`src/rtl/wake_map.svh`:
```
// Purpose: Offsets, field positions, reset values and timing counts
// Assumes: 50 MHz aclk; all wake timing counted in 1 us ticks
// Notes: Times are in microseconds and double as tick counts
`ifndef WAKE_MAP_SVH
`define WAKE_MAP_SVH
// ----------------------------------------
// Timing
// ----------------------------------------
`define CLK_PERIOD_NS 20
`define NS_PER_US 1000
`define TICK_CYC (`NS_PER_US / `CLK_PERIOD_NS)
`define WU_MIN_US 9'h042
`define WU_MAX_US 9'h05f
`define WU_LOW_US 9'h0c8
`define WU_SETUP_US 9'h050
`define WU_PULSE_US 9'h055
`define WU_ON_US 9'h002
`define WU_HIZ_US 9'h1a2
// ----------------------------------------
// Register map
// ----------------------------------------
`define ADDR_W 5
`define OFS_CTRL 5'h00
`define OFS_INT 5'h04
`define OFS_MASK 5'h08
`define OFS_STAT 5'h0c
`define CTRL_REQ 0
`define CTRL_CURRENT_LIMIT_DISABLE 1
`define CTRL_LVL 2
`define CTRL_TXEN 3
`define INT_WAKE 0
`define INT_DONE 1
`define CTRL_RST 4'h0
`define MASK_RST 2'h1
`define RESP_OKAY 2'h0
`define RESP_SLVERR 2'h2
`endif

```
`src/rtl/wake_pkg.sv`:
```
// Purpose: Types shared by the wake-up block
// Assumes: One-hot state codes
// Notes: Constants live in wake_map.svh
package wake_pkg;
  typedef enum logic [4:0] {
    G_IDLE  = 5'h01,
    G_SETUP = 5'h02,
    G_PULSE = 5'h04,
    G_ON    = 5'h08,
    G_HIZ   = 5'h10
  } gen_state_t;
  typedef enum logic [2:0] {
    D_WAIT  = 3'h1,
    D_PULSE = 3'h2,
    D_LONG  = 3'h4
  } det_state_t;
  typedef struct packed {
    logic out;
    logic oe;
  } cq_drive_t;
  typedef struct packed {
    logic wake_active;
    logic limit_off;
  } cur_limit_t;
endpackage

```
`src/rtl/cq_wakeup_detect_generate.sv`:
```
// Purpose: Wake-up detection and generation on the C/Q line
// Assumes: aclk 50 MHz, aresetn synchronous active low, AXI4-Lite registers
// Notes: Line levels and the mode strap are pins, synchronised here
//
// What this block does
// - Reject wake pulses shorter than minimum width
// - Reject wake pulses longer than maximum width
// - Valid wake drives wake output low 200us
// - Serial mode only; hold level 80us first
// - Drive opposite-polarity pulse, at most 85us
// - Then drive original polarity about 2us
// - Then release driver for 418us, done
// - Wake request forces 500mA limit regardless
// - Pin mode: data/wake pin asserts on wake
// - Serial: pulse irq pin if masked, none pending
// - Serial unmasked: set flag, hold till read
//
// The AXI4-Lite slave port and the register offsets were decided locally.
`timescale 1ns/10ps
`include "wake_map.svh"
module cq_wakeup_detect_generate import wake_pkg::*; (
  // Clock and reset
  input wire logic aclk,
  input wire logic aresetn,
  // AXI4-Lite write
  input wire logic awvalid,
  output logic awready,
  input wire logic [`ADDR_W-1:0] awaddr,
  input wire logic wvalid,
  output logic wready,
  input wire logic [31:0] wdata,
  input wire logic [3:0] wstrb,
  output logic bvalid,
  input wire logic bready,
  output logic [1:0] bresp,
  // AXI4-Lite read
  input wire logic arvalid,
  output logic arready,
  input wire logic [`ADDR_W-1:0] araddr,
  output logic rvalid,
  input wire logic rready,
  output logic [31:0] rdata,
  output logic [1:0] rresp,
  // Line and pins
  input wire logic cq_in,
  input wire logic serial_mode_pin,
  output cq_drive_t cq_drive,
  output cur_limit_t cur_limit,
  output logic data_wake_pin_n,
  output logic wake_irq_pin_n,
  output logic irq
);
  // ----------------------------------------
  // Helpers
  // ----------------------------------------
  function automatic logic [3:0] reg_sel(input logic [`ADDR_W-1:0] a);
    reg_sel = {a == `OFS_STAT, a == `OFS_MASK, a == `OFS_INT, a == `OFS_CTRL};
  endfunction
  function automatic logic at_end(input logic [8:0] c, input logic [8:0] lim);
    at_end = (c == lim - 9'h001);
  endfunction

  // ----------------------------------------
  // Pin synchronisers and 1 us tick
  // ----------------------------------------
  logic cq_meta_ff, cq_sync_ff, mode_meta_ff, serial_mode_ff;
  logic [5:0] div_ff;
  wire tick = (div_ff == 6'(`TICK_CYC - 1));
  always_ff @(posedge aclk) begin
    if (!aresetn) begin
      cq_meta_ff <= 1'b0;
      cq_sync_ff <= 1'b0;
      mode_meta_ff <= 1'b0;
      serial_mode_ff <= 1'b0;
      div_ff <= 6'h00;
    end else begin
      cq_meta_ff <= cq_in;
      cq_sync_ff <= cq_meta_ff;
      mode_meta_ff <= serial_mode_pin;
      serial_mode_ff <= mode_meta_ff;
      div_ff <= tick ? 6'h00 : div_ff + 6'h01;
    end
  end

  // ----------------------------------------
  // Registers and bus decode
  // ----------------------------------------
  logic [3:0] ctrl_ff;
  logic [1:0] int_ff, mask_ff;
  logic aw_ff, w_ff, bvalid_ff, rvalid_ff;
  logic [`ADDR_W-1:0] awaddr_ff;
  logic [7:0] wbyte_ff;
  logic [1:0] bresp_ff, rresp_ff;
  logic [31:0] rdata_ff;
  gen_state_t gen_st_ff, nxt_gen;
  wire gen_busy = (gen_st_ff != G_IDLE);
  wire do_wr = aw_ff && w_ff && !bvalid_ff;
  wire [3:0] wsel = reg_sel(awaddr_ff);
  wire [3:0] rsel = reg_sel(araddr);
  wire rd_take = arvalid && !rvalid_ff;
  wire wr_ctrl = do_wr && wsel[0];
  wire wr_int = do_wr && wsel[1];
  wire rd_int = rd_take && rsel[1];
  wire pending = |(int_ff & ~mask_ff);
  wire gen_start = wr_ctrl && wbyte_ff[`CTRL_REQ] && serial_mode_ff && !gen_busy;
  assign awready = !aw_ff && !bvalid_ff;
  assign wready = !w_ff && !bvalid_ff;
  assign arready = !rvalid_ff;
  assign bvalid = bvalid_ff;
  assign bresp = bresp_ff;
  assign rvalid = rvalid_ff;
  assign rdata = rdata_ff;
  assign rresp = rresp_ff;

  // Request bit reads as busy; it clears itself at sequence end
  wire [31:0] rd_mux = rsel[0] ? {28'h0000000, ctrl_ff[3:1], gen_busy} :
                       rsel[1] ? {30'h00000000, int_ff} :
                       rsel[2] ? {30'h00000000, mask_ff} :
                       {28'h0000000, cur_limit.wake_active, data_wake_pin_n, cq_sync_ff, serial_mode_ff};

  always_ff @(posedge aclk) begin
    if (!aresetn) begin
      aw_ff <= 1'b0;
      w_ff <= 1'b0;
      awaddr_ff <= '0;
      wbyte_ff <= 8'h00;
      bvalid_ff <= 1'b0;
      bresp_ff <= `RESP_OKAY;
    end else begin
      if (awvalid && awready) begin
        aw_ff <= 1'b1;
        awaddr_ff <= {awaddr[`ADDR_W-1:2], 2'h0};
      end
      if (wvalid && wready) begin
        w_ff <= 1'b1;
        wbyte_ff <= wstrb[0] ? wdata[7:0] : 8'h00;
      end
      if (do_wr) begin
        aw_ff <= 1'b0;
        w_ff <= 1'b0;
        bvalid_ff <= 1'b1;
        bresp_ff <= (|wsel) ? `RESP_OKAY : `RESP_SLVERR;
      end else if (bready) begin
        bvalid_ff <= 1'b0;
      end
    end
  end

  always_ff @(posedge aclk) begin
    if (!aresetn) begin
      rvalid_ff <= 1'b0;
      rdata_ff <= 32'h00000000;
      rresp_ff <= `RESP_OKAY;
    end else if (rd_take) begin
      rvalid_ff <= 1'b1;
      rdata_ff <= rd_mux;
      rresp_ff <= (|rsel) ? `RESP_OKAY : `RESP_SLVERR;
    end else if (rready) begin
      rvalid_ff <= 1'b0;
    end
  end

  // ----------------------------------------
  // Wake detection
  // ----------------------------------------
  det_state_t det_st_ff, nxt_det;
  logic [8:0] det_cnt_ff;
  logic base_ff;
  wire returned = (cq_sync_ff == base_ff);
  wire det_hit = (det_st_ff == D_PULSE) && returned && !gen_busy &&
                 (det_cnt_ff >= `WU_MIN_US) &&
                 (det_cnt_ff <= `WU_MAX_US);
  always_comb begin
    nxt_det = det_st_ff;
    case (det_st_ff)
      D_WAIT: if (!returned && !gen_busy) nxt_det = D_PULSE;
      D_PULSE: begin
        if (returned) nxt_det = D_WAIT;
        else if (det_cnt_ff > `WU_MAX_US) nxt_det = D_LONG;
      end
      D_LONG: if (returned) nxt_det = D_WAIT;
      default: nxt_det = D_WAIT;
    endcase
  end
  // Our own generated pulse must not be taken for a remote wake
  always_ff @(posedge aclk) begin
    if (!aresetn) begin
      det_st_ff <= D_WAIT;
      det_cnt_ff <= 9'h000;
      base_ff <= 1'b0;
    end else begin
      det_st_ff <= gen_busy ? D_WAIT : nxt_det;
      if (gen_busy || det_st_ff == D_WAIT) base_ff <= gen_busy ? cq_sync_ff : base_ff;
      if (det_st_ff != D_PULSE) det_cnt_ff <= 9'h000;
      else if (tick) det_cnt_ff <= det_cnt_ff + 9'h001;
    end
  end

  // ----------------------------------------
  // Wake low timer and interrupt flags
  // ----------------------------------------
  logic wul_pin_ff, wul_irq_ff, irq_ff;
  logic [8:0] wul_cnt_ff;
  wire wul_end = tick && at_end(wul_cnt_ff, `WU_LOW_US);
  wire gen_done = (gen_st_ff == G_HIZ) && (nxt_gen == G_IDLE);
  wire [1:0] int_set = {gen_done, det_hit && serial_mode_ff};
  wire [1:0] int_clr = (wr_int ? wbyte_ff[1:0] : 2'h0) | {1'b0, rd_int};
  wire [1:0] nxt_int = (int_ff & ~int_clr) | int_set;
  always_ff @(posedge aclk) begin
    if (!aresetn) begin
      wul_pin_ff <= 1'b0;
      wul_irq_ff <= 1'b0;
      wul_cnt_ff <= 9'h000;
      int_ff <= 2'h0;
      mask_ff <= `MASK_RST;
      irq_ff <= 1'b0;
    end else begin
      if (det_hit) begin
        wul_pin_ff <= !serial_mode_ff;
        wul_irq_ff <= serial_mode_ff && mask_ff[`INT_WAKE] && !pending;
        wul_cnt_ff <= 9'h000;
      end else if (wul_end) begin
        wul_pin_ff <= 1'b0;
        wul_irq_ff <= 1'b0;
      end else if (tick && (wul_pin_ff || wul_irq_ff)) begin
        wul_cnt_ff <= wul_cnt_ff + 9'h001;
      end
      int_ff <= nxt_int;
      if (do_wr && wsel[2]) mask_ff <= wbyte_ff[1:0];
      irq_ff <= |(nxt_int & ~(do_wr && wsel[2] ? wbyte_ff[1:0] : mask_ff));
    end
  end
  assign data_wake_pin_n = !wul_pin_ff;
  assign wake_irq_pin_n = !(wul_irq_ff || irq_ff);
  assign irq = irq_ff;

  // ----------------------------------------
  // Wake generation
  // ----------------------------------------
  logic [8:0] gen_cnt_ff;
  logic orig_ff;
  cq_drive_t cq_ff, nxt_cq;
  cur_limit_t lim_ff;
  // On the start edge the latch is not loaded yet, so take the live level
  wire orig_lvl = gen_busy ? orig_ff : ctrl_ff[`CTRL_LVL];
  wire [8:0] gen_lim = (gen_st_ff == G_SETUP) ? `WU_SETUP_US :
                       (gen_st_ff == G_PULSE) ? `WU_PULSE_US :
                       (gen_st_ff == G_ON) ? `WU_ON_US : `WU_HIZ_US;
  wire step = tick && at_end(gen_cnt_ff, gen_lim);
  always_comb begin
    nxt_gen = gen_st_ff;
    case (gen_st_ff)
      G_IDLE: if (gen_start) nxt_gen = G_SETUP;
      G_SETUP: if (step) nxt_gen = G_PULSE;
      G_PULSE: if (step) nxt_gen = G_ON;
      G_ON: if (step) nxt_gen = G_HIZ;
      G_HIZ: if (step) nxt_gen = G_IDLE;
      default: nxt_gen = G_IDLE;
    endcase
  end
  always_comb begin
    case (nxt_gen)
      G_SETUP: nxt_cq = '{out: orig_lvl, oe: 1'b1};
      G_PULSE: nxt_cq = '{out: !orig_ff, oe: 1'b1};
      G_ON: nxt_cq = '{out: orig_ff, oe: 1'b1};
      G_HIZ: nxt_cq = '{out: orig_ff, oe: 1'b0};
      default: nxt_cq = '{out: ctrl_ff[`CTRL_LVL], oe: ctrl_ff[`CTRL_TXEN]};
    endcase
  end
  // Setup level is latched at start so register writes cannot disturb it
  always_ff @(posedge aclk) begin
    if (!aresetn) begin
      gen_st_ff <= G_IDLE;
      gen_cnt_ff <= 9'h000;
      orig_ff <= 1'b0;
      ctrl_ff <= `CTRL_RST;
      cq_ff <= '{out: 1'b0, oe: 1'b0};
      lim_ff <= '{wake_active: 1'b0, limit_off: 1'b0};
    end else begin
      gen_st_ff <= nxt_gen;
      if (nxt_gen != gen_st_ff) gen_cnt_ff <= 9'h000;
      else if (tick && gen_busy) gen_cnt_ff <= gen_cnt_ff + 9'h001;
      if (gen_start) orig_ff <= ctrl_ff[`CTRL_LVL];
      if (wr_ctrl) ctrl_ff <= {wbyte_ff[3:1], 1'b0};
      cq_ff <= (nxt_gen == G_IDLE && gen_st_ff == G_IDLE) ?
               '{out: ctrl_ff[`CTRL_LVL], oe: ctrl_ff[`CTRL_TXEN]} : nxt_cq;
      lim_ff <= '{wake_active: nxt_gen != G_IDLE,
                  limit_off: ctrl_ff[`CTRL_CURRENT_LIMIT_DISABLE] && nxt_gen == G_IDLE};
    end
  end
  assign cq_drive = cq_ff;
  assign cur_limit = lim_ff;
endmodule

```
`config.mk`:
```
export PLATFORM = sky130hd
export DESIGN_NAME = cq_wakeup_detect_generate
export DESIGN_NICKNAME = d
export VERILOG_FILES = /design/src/rtl/wake_pkg.sv /design/src/rtl/cq_wakeup_detect_generate.sv
export VERILOG_INCLUDE_DIRS = /design/src /design/src/rtl
export SDC_FILE = /design/constraint.sdc
export NUM_CORES = 1
export LEC_CHECK = 0
export BUFFER_PORTS_ARGS = -buffer_cell sky130_fd_sc_hd__clkbuf_2
export CORE_ASPECT_RATIO = 2
export CORE_MARGIN = 3
export CORE_UTILIZATION = 45
export CTS_CLUSTER_DIAMETER = 80
export CTS_CLUSTER_SIZE = 14
export DETAILED_ROUTE_END_ITERATION = 12
export HOLD_SLACK_MARGIN = 0.05
export PLACE_DENSITY = 0.68
export REMOVE_ABC_BUFFERS = 1
export SKIP_LAST_GASP = 1
export SLEW_MARGIN = 0
export SYNTH_ARGS = -nofsm -noshare
export SYNTH_HDL_FRONTEND = slang
export SYNTH_SLANG_ARGS = --single-unit
```
`constraint.sdc`:
```
create_clock -name aclk -period 7 [get_ports aclk]
set_input_delay 0.35 -clock aclk [delete_from_list [all_inputs] [get_ports aclk]]
set_output_delay 0.35 -clock aclk [all_outputs]
set_load 0.02 [all_outputs]
```
==> results.tsv <==
stage	metric	value	unit
die	core_area	9010	sq um
cells_and_area	fillers	874	
drt	ant_nets	0	
min_path	min_to	rvalid$_SDFFE_PN0P_	
grt	grt_util_all_layers	16.8	%
synthesis	syn_area_per_cell	8.33	sq um
cts	clk_pin_slew	0.06	ns
placement	preCtsSetupSlack	3.57	ns
synthesis	synthCells	502	
grt	grt_max_degree	30	
timing	timing.hold.ws	0.197	ns
grt	grt_pass1_wl	13900	um
power	vdd_ir_drop_max	0.000121	V
timing	timing.final.crit_share	49.6	%
grt	top_usage_layer	met2	
timing	worst_pin_slew	0.888	ns
worst_setup_path	cp-start-kind	flip-flop	
cells_and_area	area_growth	8.49	%
grt	overflow	0	
synthesis	synth_cell_types	64	
timing	finalHoldViolCount	0	
timing	fmax	0.288	GHz
cts	cts_root_buf	clkbuf_16	
cells_and_area	drive_gt1_share	14.9	%
timing	setup_tns	0	ns
drt	routed_wl	8430	um
die	die_w	74.2	um
worst_setup_path	r2r_slack	3.53	ns
cts	cts_sinks	78	
worst_setup_path	reg2reg_depth	11	
die	dieArea	10600	sq um
cts	numCtsBuffers	9	
cts	clkLatencyLatePin	0.33	ns
placement	gp_congestion	0.818	
min_path	min_delay_path_depth	2	
cells_and_area	fin_nets	589	
grt	grt_pass1_vias	3259	
timing	layout_setup_ws	3.53	ns
worst_setup_path	cp.arrival	3.69	ns
drt	drt_iter0_drc	140	
drt	detail_route.wl_per_cell	13.3	um
min_path	min_from	rready	
worst_setup_path	path_cells	or2_1 > nor3_1 > ha_1 > nor3b_1 > nor2_1 > o211ai_1 > nand4_2 > o21ai_2 > a211oi_1 > nand3_4 > nor2_2	
timing	finalCriticalPeriod	3.47	ns
synthesis	synth-edff-count	0	
cells_and_area	fin_util	50.4	%
grt	use_met3	3.68	%
cts	cts_hold_buf	0	
grt	met1_usage	16.1	%
drt	vias	3399	
cts	h-tree-depth	3	
cts	cts_resized	0	
placement	dpl.hpwl	6400	um
drt	first_pass_iters	4	
worst_setup_path	r2r-end	gen_cnt_ff[0]$_SDFFE_PP0P_	
timing	drv_slew	0	
min_path	hold_path_class	primary input to flip-flop	
outcome	run_status	completed	
drt	drcViolationCount	0	
grt	met2_usage	31.3	%
power	power.total	940	uW
timing	grt_setup_unrepaired	false	
worst_setup_path	max_stage_delay	0.72	ns
timing	finalSetupViolCount	0	
cts	tritoncts	built	
power	power.leakage	1.78	nW
cts	cts_setup_buffers	0	
worst_setup_path	r2r_start	gen_st_ff[4]$_SDFF_PN0_	
die	dieHeight	142	um
cells_and_area	diodes	0	
timing	skew	0.00649	ns
die	io_pins	103	
grt	antenna_found_initial	0	
drt	viasPerCell	5.37	
job	max_cap_violations	0	
worst_setup_path	path_max_fanout	16	
power	p_per_area	207	nW/um^2
worst_setup_path	path_buf_inv	0	
worst_setup_path	crit_type	flip-flop to flip-flop	
placement	portBuffers	39	
synthesis	netlist_area	4180	sq um
synthesis	ys_seq_area_share	37.3	%
die	rows	49	
cts	clk_path_buf_depth	2	
synthesis	ys_seq_elements	78	
worst_setup_path	critical_path.slowest_cell	dfxtp_1	
die	start_util	46.4	%
worst_setup_path	cp.required	7.22	ns
synthesis	synthFlopType	dfxtp_1	
synthesis	async_flop_share	0	%
synthesis	ys.warnings.count	0	
worst_setup_path	crit_path_end_kind	flip-flop	
timing	slew_headroom	40.7	%
worst_setup_path	critPathTopFamily	simple AND/OR/NAND/NOR gates	
[cell type report]
cell class / count / area (sq um) / share of cell area [%]
well taps: 102 / 128 / 2.81
clock inverters: 5 / 36.3 / 0.799
inverters: 11 / 41.3 / 0.910
clock buffers: 10 / 229 / 5.04
repair buffers: 40 / 203 / 4.47
multi-input cells: 387 / 2340 / 51.6
flip-flops and latches: 78 / 1560 / 34.4
[cells in the mapped netlist (2+ instances only)]
| cell type | number | area share [%] |
|---|---|---|
| a211o_1 | 2 | 0.42 |
| a211oi_1 | 6 | 1.1 |
| a21oi_1 | 29 | 3.5 |
| a31oi_1 | 5 | 0.75 |
| and2_1 | 7 | 1.0 |
| and3_1 | 9 | 1.3 |
| and4_1 | 2 | 0.42 |
| buf_1 | 2 | 0.18 |
| buf_2 | 5 | 0.60 |
| buf_4 | 34 | 6.1 |
| clkbuf_1 | 12 | 1.1 |
| dfxtp_1 | 78 | 37 |
| ha_1 | 7 | 2.1 |
| inv_1 | 11 | 0.99 |
| mux2i_1 | 13 | 3.1 |
| nand2_1 | 43 | 3.9 |
| nand2b_1 | 8 | 1.2 |
| nand3_1 | 20 | 2.4 |
| nand3b_1 | 3 | 0.54 |
| nand4_1 | 16 | 2.4 |
| nor2_1 | 67 | 6.0 |
| nor2_2 | 9 | 1.3 |
| nor2b_1 | 5 | 0.75 |
| nor3_1 | 6 | 0.72 |
| nor3b_1 | 4 | 0.72 |
| nor4_4 | 2 | 1.0 |
| nor4b_1 | 3 | 0.63 |
| o211ai_1 | 4 | 0.72 |
| o21ai_0 | 15 | 1.8 |
| o221ai_1 | 3 | 0.63 |
| o31ai_1 | 2 | 0.36 |
| or2_2 | 2 | 0.30 |
| or3_1 | 6 | 0.90 |
| xnor2_1 | 12 | 2.5 |
| xor2_1 | 21 | 4.4 |
[cells in the final DEF (no fill, tap or decap), types with 5 or more instances in the layout]
cell and count:
a211oi_1 6, a21oi_1 29, a31oi_1 5, and2_1 7
and3_1 9, clkbuf_16 9, clkbuf_2 39, conb_1 30
dfxtp_1 78, ha_1 7, inv_1 11, mux2i_1 13
nand2_1 43, nand2b_1 8, nand3_1 20, nand4_1 16
nor2_1 67, nor2_2 9, nor2b_1 5, nor3_1 6
o21ai_0 15, or3_1 6, xnor2_1 12, xor2_1 21
[where the power goes]
part	internal (mW)	total, mW	leakage, nW	switching (mW)
logic	0.0199	0.0646	1.03	0.0447
clock network	0.238	0.414	0.121	0.176
registers	0.453	0.461	0.632	0.00821
total	0.711	0.940	1.78	0.229
[logic make-up after synthesis]
group                    Yosys count  share of synthesized area [%]
AND/OR/NAND/NOR                  225                           28.8
AO/OA/AOI/OAI                     78                           12.1
flip-flops                        78                           37.3
buffers and inverters             66                           9.33
XOR/XNOR                          33                           6.91
multiplexers                      14                           3.38
adder cells (fa/ha/maj)            7                           2.09
other                              1                         0.0896
[how the worst max path moves through the flow]
stage / startpoint / endpoint / slack, ns / depth (start not counted)
final: gen_st_ff[4]$_SDFF_PN0_ / gen_cnt_ff[0]$_SDFFE_PP0P_ / 3.53 / 11
after global routing: gen_st_ff[4]$_SDFF_PN0_ / cq_drive[1]$_SDFF_PN0_ / 3.24 / 11
after CTS: gen_st_ff[4]$_SDFF_PN0_ / gen_cnt_ff[0]$_SDFFE_PP0P_ / 3.54 / 11
after detailed placement: gen_st_ff[4]$_SDFF_PN0_ / gen_cnt_ff[0]$_SDFFE_PP0P_ / 3.57 / 11
after global placement: gen_st_ff[4]$_SDFF_PN0_ / gen_cnt_ff[5]$_SDFFE_PP0P_ / 3.67 / 11
after floorplan: gen_st_ff[2]$_SDFF_PN0_ / cq_drive[1]$_SDFF_PN0_ / 4.13 / 11
[stage by stage]
step,area [sq um],std cells
after CTS,4540,633
after detailed placement,4270,618
after global placement,4270,618
after floorplan,3940,476
final,4540,633
after global routing,4540,633
[flip-flops by register name, summed over array words and instances, names as in the netlist, 3 cells and up]
| signal | flops |
|---|---|
| det_cnt_ff | 9 |
| gen_cnt_ff | 9 |
| div_ff | 6 |
| rdata | 4 |
| wbyte_ff | 4 |
| gen_st_ff | 5 |
| awaddr_ff | 3 |
| wul_cnt_ff | 9 |
| det_st_ff | 3 |
| ctrl_ff | 3 |
[metal layers]
metal	share of wire (%)	vias up
met4	2.3	0
li1	-	1737
met5	0	-
met1	38	1571
met2	54	76
met3	4.9	15
No activity file was read; power rests on OpenSTA's default activity.
